--- src/design/amo_pkg.sv ---
// Constants and types shared by the address-mode and operand-order block.
// Assumes a 32-bit core data path and a 32-bit classic Wishbone register port.
package amo_pkg;

  localparam int ADDR_W = 32;
  localparam int DATA_W = 32;
  localparam int WB_ADR_W = 8;

  // Register byte addresses on the Wishbone port.
  localparam logic [7:0] REG_MACHINE_STATE = 8'h00;
  localparam logic [7:0] REG_STORAGE_LE = 8'h04;
  localparam logic [7:0] REG_STATUS = 8'h08;
  localparam logic [7:0] REG_LAST_DATA_PA = 8'h0c;

  // Bit numbering counts from the most significant bit as 0.
  localparam int LSB_BYTE = 7;
  localparam int LSB_HALF = 15;
  localparam int LSB_WORD = 31;

  // Relocate fields of the machine-state register, in big-endian bit numbers.
  localparam int FETCH_RELOC_BE = 26;
  localparam int DATA_RELOC_BE = 27;
  // A bit at position b weighs 2**(lsb-b), so its vector index is lsb-b.
  localparam int FETCH_RELOC_IDX = LSB_WORD - FETCH_RELOC_BE;
  localparam int DATA_RELOC_IDX = LSB_WORD - DATA_RELOC_BE;

  // Status fields, big-endian bit numbers mapped to vector indices.
  localparam int ST_FETCH_BUSY_IDX = LSB_WORD - 31;
  localparam int ST_DATA_BUSY_IDX = LSB_WORD - 30;
  localparam int ST_FETCH_LE_IDX = LSB_WORD - 29;
  localparam int ST_DATA_LE_IDX = LSB_WORD - 28;

  // Reset state: real mode on both paths, every region big endian.
  localparam logic [31:0] MACHINE_STATE_RESET = 32'h0000_0000;
  localparam logic [31:0] STORAGE_LE_RESET = 32'h0000_0000;

  // The top five address bits pick one of 32 equal regions in real mode.
  localparam int REGION_MSB = 31;
  localparam int REGION_LSB = 27;

  typedef enum logic [1:0] {
    AMO_SZ_BYTE = 2'b00,
    AMO_SZ_HALF = 2'b01,
    AMO_SZ_WORD = 2'b10
  } amo_size_t;

  typedef enum logic [1:0] {
    PATH_IDLE = 2'b00,
    PATH_XLATE = 2'b01,
    PATH_MEM = 2'b10
  } amo_path_state_t;

endpackage

--- src/design/amo_top.sv ---
// Address-mode selection and operand byte ordering for fetch and data paths.
// Assumes a classic Wishbone master for registers, and a translation unit and
// memory per path that answer with a level ack held until the request drops.
//
// What this block does
// RQ1 - Fetches use real addressing when the fetch relocate bit is 0 and translated when it is 1.
// RQ2 - Loads and stores use real addressing when the data relocate bit is 0 and translated when 1.
// RQ3 - The fetch and data paths choose their addressing mode each on its own.
// RQ4 - In real mode the effective address goes out unchanged as the 32-bit physical address.
// RQ5 - In virtual mode each effective address is translated before the memory access.
// RQ6 - Bits are numbered from the most significant as 0, the least being 7, 15 or 31 by size.
// RQ7 - A set bit at position b weighs two to the power of the lsb position minus b.
// RQ8 - Bit order inside bytes and registers is big endian whatever the region's byte order.
// RQ9 - Operands are bytes, halfwords and words; strings and multiples run as sequences of these.
// RQ10 - An operand's address is the address of its lowest-numbered byte.
// RQ11 - Big-endian access puts the most significant byte at the lowest address.
// RQ12 - Little-endian access puts the least significant byte at the lowest address.
// RQ13 - Memory is big endian by default, with little-endian regions fully supported.
// RQ14 - Each access carries an endian attribute from translation or, in real mode, the region register.
// RQ15 - Little-endian data keeps bytes, swaps halfword bytes and reverses word bytes.
// RQ16 - Effective addresses are formed by unsigned 32-bit sums that wrap past the top.
// RQ17 - A relocate change affects the next access taken, never one already in progress.
//
// Chosen here: the Wishbone slave port and the address map.
`timescale 1ns/100ps
`default_nettype none
module amo_top (
  input wire logic CLK,               // Core clock, 40 MHz
  input wire logic RST_B,             // Asynchronous reset, active low
  input wire logic WB_CYC_I,          // Wishbone cycle
  input wire logic WB_STB_I,          // Wishbone strobe
  input wire logic WB_WE_I,           // Wishbone write enable
  input wire logic [7:0] WB_ADR_I,    // Wishbone byte address
  input wire logic [3:0] WB_SEL_I,    // Wishbone byte lanes
  input wire logic [31:0] WB_DAT_I,   // Wishbone write data
  output logic [31:0] WB_DAT_O,       // Wishbone read data
  output logic WB_ACK_O,              // Wishbone acknowledge
  input wire logic F_REQ,             // Fetch request
  input wire logic [31:0] F_EA,       // Fetch effective address
  output logic F_ACCEPT,              // Fetch request taken
  output logic F_DONE,                // Fetch finished
  output logic [31:0] F_INSTR,        // Fetched word in big-endian order
  input wire logic D_REQ,             // Data request
  input wire logic [31:0] D_BASE,     // Data address base
  input wire logic [31:0] D_OFFSET,   // Data address offset or index
  input wire logic D_WE,              // Data store
  input wire logic [1:0] D_SIZE,      // Data operand size
  input wire logic [31:0] D_WDATA,    // Store value, right-justified
  output logic D_ACCEPT,              // Data request taken
  output logic D_DONE,                // Data access finished
  output logic [31:0] D_RDATA,        // Load value, right-justified
  output logic FX_REQ,                // Fetch translation request
  output logic [31:0] FX_EA,          // Fetch address to translate
  input wire logic FX_ACK,            // Fetch translation answer
  input wire logic [31:0] FX_PA,      // Fetch translated address
  input wire logic FX_LE,             // Fetch region endian attribute
  output logic FM_REQ,                // Fetch memory request
  output logic [31:0] FM_PA,          // Fetch physical address
  output logic FM_LE,                 // Fetch endian attribute
  input wire logic FM_ACK,            // Fetch memory answer
  input wire logic [31:0] FM_RDATA,   // Fetch word in address order
  output logic DX_REQ,                // Data translation request
  output logic [31:0] DX_EA,          // Data address to translate
  input wire logic DX_ACK,            // Data translation answer
  input wire logic [31:0] DX_PA,      // Data translated address
  input wire logic DX_LE,             // Data region endian attribute
  output logic DM_REQ,                // Data memory request
  output logic [31:0] DM_PA,          // Data physical address
  output logic DM_LE,                 // Data endian attribute
  output logic DM_WE,                 // Data memory write
  output logic [1:0] DM_SIZE,         // Data memory operand size
  output logic [31:0] DM_WDATA,       // Store bytes in address order
  input wire logic DM_ACK,            // Data memory answer
  input wire logic [31:0] DM_RDATA    // Load bytes in address order
);

  logic rst_meta_r;
  logic rst_n;

  always_ff @(posedge CLK or negedge RST_B) begin
    if (!RST_B) begin
      rst_meta_r <= 1'b0;
      rst_n <= 1'b0;
    end else begin
      rst_meta_r <= 1'b1;
      rst_n <= rst_meta_r;
    end
  end

  logic [31:0] msr_r, msr_nxt;
  logic [31:0] storage_little_endian_reg_r, storage_little_endian_reg_nxt;
  logic [31:0] last_pa_r, last_pa_nxt;
  logic ack_r, ack_nxt;
  logic [31:0] rdat_r, rdat_nxt;
  logic [31:0] wdata_r, wdata_nxt;
  logic [1:0] size_r, size_nxt;
  logic we_r, we_nxt;
  logic [31:0] d_rdata_r, d_rdata_nxt;
  logic [31:0] f_instr_r, f_instr_nxt;
  logic f_le_r, f_le_nxt;
  logic d_le_r, d_le_nxt;

  logic [31:0] d_ea;
  logic f_real_le;
  logic d_real_le;
  logic f_busy;
  logic d_busy;
  logic [31:0] f_swapped;
  logic [31:0] d_load_swapped;
  logic [31:0] status;
  logic wb_req;

  // Carries out of the top bit fall away, so a sum past the top wraps round through zero.
  assign d_ea = D_BASE + D_OFFSET; // see RQ16

  // Region n is big-endian bit n of the register; index 31-n equals ~n here.
  assign f_real_le = storage_little_endian_reg_r[~F_EA[amo_pkg::REGION_MSB:amo_pkg::REGION_LSB]]; // see RQ6 RQ7 RQ14
  assign d_real_le = storage_little_endian_reg_r[~d_ea[amo_pkg::REGION_MSB:amo_pkg::REGION_LSB]]; // see RQ14

  amo_addr_path u_fetch_path (
    .clk(CLK),
    .rst_n(rst_n),
    .req(F_REQ),
    .ea(F_EA),
    .reloc(msr_r[amo_pkg::FETCH_RELOC_IDX]), // see RQ1
    .real_le(f_real_le),
    .accept(F_ACCEPT),
    .busy(f_busy),
    .done(F_DONE),
    .xl_req(FX_REQ),
    .xl_ea(FX_EA),
    .xl_ack(FX_ACK),
    .xl_pa(FX_PA),
    .xl_le(FX_LE),
    .mem_req(FM_REQ),
    .mem_pa(FM_PA),
    .mem_le(FM_LE),
    .mem_ack(FM_ACK)
  );

  // A second, separate path lets data translate while fetches do not.
  amo_addr_path u_data_path (
    .clk(CLK),
    .rst_n(rst_n),
    .req(D_REQ),
    .ea(d_ea),
    .reloc(msr_r[amo_pkg::DATA_RELOC_IDX]), // see RQ2 and RQ3
    .real_le(d_real_le),
    .accept(D_ACCEPT),
    .busy(d_busy),
    .done(D_DONE),
    .xl_req(DX_REQ),
    .xl_ea(DX_EA),
    .xl_ack(DX_ACK),
    .xl_pa(DX_PA),
    .xl_le(DX_LE),
    .mem_req(DM_REQ),
    .mem_pa(DM_PA),
    .mem_le(DM_LE),
    .mem_ack(DM_ACK)
  );

  // Instructions are always whole words; the decoder wants big-endian order.
  amo_lane_swap u_fetch_swap (
    .le(FM_LE),
    .size(amo_pkg::AMO_SZ_WORD),
    .din(FM_RDATA),
    .dout(f_swapped)
  );

  amo_lane_swap u_load_swap (
    .le(DM_LE),
    .size(size_r),
    .din(DM_RDATA),
    .dout(d_load_swapped)
  );

  // The endian attribute is known only after translation, so the store data
  // is reordered on its way out rather than when the request is taken.
  amo_lane_swap u_store_swap (
    .le(DM_LE),
    .size(size_r),
    .din(wdata_r),
    .dout(DM_WDATA)
  );

  assign status = (32'(f_busy) << amo_pkg::ST_FETCH_BUSY_IDX)
                | (32'(d_busy) << amo_pkg::ST_DATA_BUSY_IDX)
                | (32'(f_le_r) << amo_pkg::ST_FETCH_LE_IDX)
                | (32'(d_le_r) << amo_pkg::ST_DATA_LE_IDX);

  assign wb_req = WB_CYC_I && WB_STB_I && !ack_r;

  // Register port and operand latches.
  always_comb begin
    msr_nxt = msr_r;
    storage_little_endian_reg_nxt = storage_little_endian_reg_r;
    last_pa_nxt = last_pa_r;
    ack_nxt = wb_req;
    rdat_nxt = rdat_r;
    wdata_nxt = wdata_r;
    size_nxt = size_r;
    we_nxt = we_r;
    d_rdata_nxt = d_rdata_r;
    f_instr_nxt = f_instr_r;
    f_le_nxt = f_le_r;
    d_le_nxt = d_le_r;
    if (wb_req) begin
      rdat_nxt = 32'h0000_0000;
      if (WB_ADR_I == amo_pkg::REG_MACHINE_STATE) begin
        rdat_nxt = msr_r;
        if (WB_WE_I) begin
          for (int i = 0; i < 4; i++) begin
            if (WB_SEL_I[i]) begin
              msr_nxt[i*8 +: 8] = WB_DAT_I[i*8 +: 8]; // see RQ17
            end
          end
        end
      end else if (WB_ADR_I == amo_pkg::REG_STORAGE_LE) begin
        rdat_nxt = storage_little_endian_reg_r;
        if (WB_WE_I) begin
          for (int i = 0; i < 4; i++) begin
            if (WB_SEL_I[i]) begin
              storage_little_endian_reg_nxt[i*8 +: 8] = WB_DAT_I[i*8 +: 8];
            end
          end
        end
      end else if (WB_ADR_I == amo_pkg::REG_STATUS) begin
        rdat_nxt = status;
      end else if (WB_ADR_I == amo_pkg::REG_LAST_DATA_PA) begin
        rdat_nxt = last_pa_r;
      end
    end
    if (D_ACCEPT) begin
      wdata_nxt = D_WDATA;
      size_nxt = D_SIZE; // see RQ9
      we_nxt = D_WE;
    end
    if (F_DONE) begin
      f_instr_nxt = f_swapped; // see RQ8
      f_le_nxt = FM_LE;
    end
    if (D_DONE) begin
      last_pa_nxt = DM_PA; // see RQ10
      d_le_nxt = DM_LE;
      if (!we_r) begin
        d_rdata_nxt = d_load_swapped; // see RQ11 and RQ15
      end
    end
  end

  always_ff @(posedge CLK or negedge rst_n) begin
    if (!rst_n) begin
      msr_r <= amo_pkg::MACHINE_STATE_RESET;
      storage_little_endian_reg_r <= amo_pkg::STORAGE_LE_RESET; // see RQ13
      last_pa_r <= 32'h0000_0000;
      ack_r <= 1'b0;
      rdat_r <= 32'h0000_0000;
      wdata_r <= 32'h0000_0000;
      size_r <= amo_pkg::AMO_SZ_WORD;
      we_r <= 1'b0;
      d_rdata_r <= 32'h0000_0000;
      f_instr_r <= 32'h0000_0000;
      f_le_r <= 1'b0;
      d_le_r <= 1'b0;
    end else begin
      msr_r <= msr_nxt;
      storage_little_endian_reg_r <= storage_little_endian_reg_nxt;
      last_pa_r <= last_pa_nxt;
      ack_r <= ack_nxt;
      rdat_r <= rdat_nxt;
      wdata_r <= wdata_nxt;
      size_r <= size_nxt;
      we_r <= we_nxt;
      d_rdata_r <= d_rdata_nxt;
      f_instr_r <= f_instr_nxt;
      f_le_r <= f_le_nxt;
      d_le_r <= d_le_nxt;
    end
  end

  assign WB_ACK_O = ack_r;
  assign WB_DAT_O = rdat_r;
  assign F_INSTR = f_instr_r;
  assign D_RDATA = d_rdata_r;
  assign DM_WE = we_r;
  assign DM_SIZE = size_r;

endmodule
`default_nettype wire

--- src/design/amo_lane_swap.sv ---
// Byte-lane reorder between register order and memory address order.
// Assumes operands are right-justified; memory-side bytes run in address order.
`timescale 1ns/100ps
`default_nettype none
module amo_lane_swap (
  input wire logic le,           // Region is little endian
  input wire logic [1:0] size,   // Operand size code
  input wire logic [31:0] din,   // Operand before reorder
  output logic [31:0] dout       // Operand after reorder
);

  // Bits inside each byte never move; only whole bytes are exchanged.
  always_comb begin
    dout = din;
    if (le) begin
      case (size)
        amo_pkg::AMO_SZ_BYTE: begin
          dout = din; // see RQ15
        end
        amo_pkg::AMO_SZ_HALF: begin
          dout = {din[31:16], din[7:0], din[15:8]}; // see RQ15
        end
        default: begin
          dout = {din[7:0], din[15:8], din[23:16], din[31:24]}; // see RQ12
        end
      endcase
    end
  end

endmodule
`default_nettype wire

--- src/design/amo_addr_path.sv ---
// One access path: chooses real or translated addressing and runs the access.
// Assumes the translation unit and memory each hold ack until the request drops.
`timescale 1ns/100ps
`default_nettype none
module amo_addr_path (
  input wire logic clk,            // Core clock
  input wire logic rst_n,          // Synchronised reset, active low
  input wire logic req,            // Core asks for an access
  input wire logic [31:0] ea,      // Effective address of the access
  input wire logic reloc,          // Relocate bit for this path
  input wire logic real_le,        // Endian attribute for real mode
  output logic accept,             // Request taken this cycle
  output logic busy,               // Access in progress
  output logic done,               // Memory answered this cycle
  output logic xl_req,             // Translation request
  output logic [31:0] xl_ea,       // Address to translate
  input wire logic xl_ack,         // Translation answer valid
  input wire logic [31:0] xl_pa,   // Translated physical address
  input wire logic xl_le,          // Endian attribute from translation
  output logic mem_req,            // Memory request
  output logic [31:0] mem_pa,      // Physical address
  output logic mem_le,             // Endian attribute of the access
  input wire logic mem_ack         // Memory answer valid
);

  amo_pkg::amo_path_state_t state_r, state_nxt;
  logic [31:0] ea_r, ea_nxt;
  logic [31:0] pa_r, pa_nxt;
  logic le_r, le_nxt;

  // The mode is sampled only when a request is taken, so a relocate change
  // never disturbs an access already under way.
  always_comb begin
    state_nxt = state_r;
    ea_nxt = ea_r;
    pa_nxt = pa_r;
    le_nxt = le_r;
    accept = 1'b0;
    done = 1'b0;
    case (state_r)
      amo_pkg::PATH_IDLE: begin
        if (req) begin
          accept = 1'b1; // see RQ17
          ea_nxt = ea;
          if (reloc) begin
            state_nxt = amo_pkg::PATH_XLATE; // see RQ5
          end else begin
            pa_nxt = ea; // see RQ4
            le_nxt = real_le; // see RQ14
            state_nxt = amo_pkg::PATH_MEM;
          end
        end
      end
      amo_pkg::PATH_XLATE: begin
        if (xl_ack) begin
          pa_nxt = xl_pa; // see RQ5
          le_nxt = xl_le; // see RQ14
          state_nxt = amo_pkg::PATH_MEM;
        end
      end
      amo_pkg::PATH_MEM: begin
        if (mem_ack) begin
          done = 1'b1;
          state_nxt = amo_pkg::PATH_IDLE;
        end
      end
      default: begin
        state_nxt = amo_pkg::PATH_IDLE;
      end
    endcase
  end

  always_ff @(posedge clk or negedge rst_n) begin
    if (!rst_n) begin
      state_r <= amo_pkg::PATH_IDLE;
      ea_r <= 32'h0000_0000;
      pa_r <= 32'h0000_0000;
      le_r <= 1'b0;
    end else begin
      state_r <= state_nxt;
      ea_r <= ea_nxt;
      pa_r <= pa_nxt;
      le_r <= le_nxt;
    end
  end

  assign busy = (state_r != amo_pkg::PATH_IDLE);
  assign xl_req = (state_r == amo_pkg::PATH_XLATE);
  assign xl_ea = ea_r;
  assign mem_req = (state_r == amo_pkg::PATH_MEM);
  assign mem_pa = pa_r;
  assign mem_le = le_r;

endmodule
`default_nettype wire

--- config.mk ---
export PLATFORM = sky130hd
export DESIGN_NAME = amo_top
export DESIGN_NICKNAME = d
export VERILOG_FILES = /design/src/design/amo_pkg.sv /design/src/design/amo_top.sv /design/src/design/amo_lane_swap.sv /design/src/design/amo_addr_path.sv
export SDC_FILE = /design/constraint.sdc
export NUM_CORES = 1
export LEC_CHECK = 0
export BUFFER_PORTS_ARGS = -buffer_cell sky130_fd_sc_hd__buf_2
export CAP_MARGIN = 0
export CORE_ASPECT_RATIO = 1.2
export CORE_UTILIZATION = 30
export CTS_BUF_LIST = sky130_fd_sc_hd__clkbuf_4 sky130_fd_sc_hd__clkbuf_8
export CTS_CLUSTER_DIAMETER = 80
export DETAILED_ROUTE_END_ITERATION = 6
export SYNTH_ARGS = -nofsm -noshare
export SYNTH_HDL_FRONTEND = slang
export SYNTH_SLANG_ARGS = --single-unit
--- constraint.sdc ---
create_clock -name CLK -period 10 [get_ports CLK]
set_input_delay 2 -clock CLK [delete_from_list [all_inputs] [get_ports CLK]]
set_output_delay 2 -clock CLK [all_outputs]
set_load 0.005 [all_outputs]
==> out/metrics.yaml <==
hpwl_mm: 51.34
synth-main-ff-cell: "dfrtp_1"
grt_pass1_vias: 16400
seqPwrFrac_pct: 41.1
die_y_um: 274.1
end_kind: "output pin"
holdWs_ns: 0.3483
clockBufferDepth: 3
max-cap-violations: 0
period_share_pct: 51.31
core.rowCount: 99
synth_simple_gate_area_share_pct: 10.98
chipWidth_um: 228.7
status: "finished clean"
core_region_area_mm2: 0.06094
register_area_mm2: 0.009165
synth_xor_area_share_pct: 1.224
clock_skew_ns: 0.02947
synth_cell_types: 73
synth.avg_cell_area_um2: 10.40
die_area_mm2: 0.06269
crit_type: "register to output pin"
muxShareOfSynthArea_pct: 18.01
synthAdderAreaFrac_pct: 2.204
io_pins: 586
grt_setup_unrepaired: "no"
antenna_left: 0
startpoint_type: "register"
first_pass_iters: 5
route.vias.total: 16232
synthArstFlopShare_pct: 100.0
syn_to_final_growth_pct: 27.96
syn_area_mm2: 0.01851
slew_violations: 0
period_needed_ns: 5.131
overflow: 0
tns_ns: 0
layoutNonFillerInstCount: 3204
clock.fmax_mhz: 194.9
p_comb_share_pct: 27.8
synth_cells: 1780
multi_input_area_mm2: 0.008841
synth_area_leaders: "dfrtp_1 49%, mux2_2 12%, nand2_1 6.6%"
insertion_delay_ns: 0.65
path_max_fanout: 37
synth_top_cell_area_share_pct: 49.35
ys_warn_count: 0
synth_top_family_by_area: "multiplexers"
hold_viol: 0
yosysSeqAreaShare_pct: 49.50
stdcell_area_mm2: 0.02368
post-cts-setup-buffer-count: 0
hold_class: "register to register"
utilization_pct: 38.86
via_per_inst: 5.066
clock-sinks: 366
grt_start_max_net_pins: 156
start_util_pct: 30.37
final_nets: 2688
postCtsResizedCells: 0
drive_above_1_share_pct: 40.13
dpl_cell_area_mm2: 0.02219
drt_iter0_markers: 960
placed_cells: 3077
p_int_w: 0.003363
totalWireLength_mm: 68.04
worstPathRequired_ns: 8.00
tightestPinTransition_ns: 1.239
antenna_found_initial: 16
ctsHoldBuffers: 0
drcViolationCount: 0
synth_common_cells: "365 x dfrtp_1, 323 x nand2_1, 190 x mux2_2"
synth_edf_count: 0
synth.largest_area_cell: "dfrtp_1"
cts_tree: "yes"
p_per_area_mw_per_mm2: 214.1
grt_usage_pct: 21.07
leakage_nw: 11.56
port_buffers: 585
wl_per_cell_um: 21.24
yosysMostFrequentCell: "dfrtp_1"
setup_viol: 0
clkPwrFrac_pct: 31.1
switching_share_pct: 33.67
p_switching_w: 0.001707
synth_seq_cells: 366
arrival_ns: 3.13
cts_max_level: 3
synthesis.nets: 2128
peakVddDrop_mv: 0.1306
place.gp.congestion: 0.9015
fillCellCount: 6156
numCtsBuffers: 69
grt_pass1_wl_mm: 100.9
root_buffer: "clkbuf_8"
synth_compound_area_share_pct: 15.14
clk_pin_slew_ns: 0.06
relSlewSlack_pct: 17.18
## flip-flops by register name, indices dropped and copies added, names as in the netlist, 32 cells and up
name,cells
u_fetch_path.xl_ea,32
u_data_path.mem_pa,32
WB_DAT_O,32
last_pa_r,32
u_fetch_path.mem_pa,32
wdata_r,32
D_RDATA,32
msr_r,32
F_INSTR,32
u_data_path.xl_ea,32
storage_little_endian_reg_r,32
## placed cells by master (no fill, tap or decap), types with 7 or more instances in the layout
cell / n
a22oi_1: 15
a222oi_1: 16
nand3_1: 20
nor3_1: 8
xor2_1: 12
ha_1: 31
mux4_2: 13
mux2_2: 190
buf_4: 16
mux2i_1: 90
a221oi_1: 19
clkinv_2: 7
o221ai_1: 17
clkbuf_4: 20
xnor2_1: 12
nand2_1: 320
o22ai_1: 72
dfrtp_1: 363
a21o_1: 15
clkbuf_8: 80
o21ai_0: 131
nor2_1: 95
buf_2: 585
diode_2: 9
inv_1: 22
a21oi_1: 94
## final timing paths
| check | depth (start not counted) | to | slack [ns] | startpoint |
|---|---|---|---|---|
| setup / recovery | 5 | DM_WDATA[11] | 4.87 | u_data_path.mem_le |
| hold / removal | 0 | rst_n | 0.35 | rst_meta_r |
| setup reg to reg | 5 | msr_r[11] | 6.90 | WB_ACK_O |
| hold reg to reg | 0 | rst_n | 0.35 | rst_meta_r |
| max in group asynchronous | 1 | F_INSTR[30] | 8.07 | rst_n |
| min in group asynchronous | 0 | u_data_path.mem_pa[8] | 0.47 | rst_n |
## layer usage
metal	wire, um	global-route usage (%)	vias to the layer above	part of all wire [%]
met1	27930	25.69	7819	41
met3	4480	4.971	159	6.6
met4	3477	11.69	4	5.1
met5	27	0	-	0.040
li1	-	-	7560	-
met2	32130	34.30	690	47
## logic make-up (layout without fill, tap and decap cells)
kind of cell,count (synthesis),in the layout
compound gates,432,432
xor+xnor,25,25
fa+ha+maj,32,32
buf+inv,137,744
flops,366,366
mux,293,293
other cells,1,10
simple gates,494,494
## metrics by stage
step | setup WS [ns] | total power, W
2_1_floorplan | 4.023 | 0.002803
3_3_place_gp | 4.683 | 0.003485
3_5_place_dp | 4.588 | 0.003519
4_1_cts | 4.859 | 0.005139
5_1_grt | 4.649 | 0.005380
6_report | 4.869 | 0.005070
## power groups by stage
stage / combinational [W] / clock (W) / sequential, W
floorplan: 0.000734 / 0 / 0.00207
global placement: 0.00139 / 0 / 0.00209
detailed placement: 0.00141 / 0 / 0.00211
CTS: 0.00142 / 0.00164 / 0.00208
global route: 0.00155 / 0.00171 / 0.00213
finish: 0.00141 / 0.00158 / 0.00208
## cell type report
type                       instances  area share, %
multi-input combinational       1277          37.33
inverter                          23         0.3646
clock inverter                    18         0.9140
clock buffer                     100          5.283
timing repair buffer             603          13.04
tap                              808          4.269
sequential                       366          38.70
antenna                            9        0.09510
## critical path: stages (launching register included)
cell and delay (ns):
dfrtp_1 0.40, buf_4 0.45, nand2_1 0.87, o22ai_1 0.47, a21oi_1 0.12, buf_2 0.14
No activity file was read; power rests on OpenSTA's default activity.
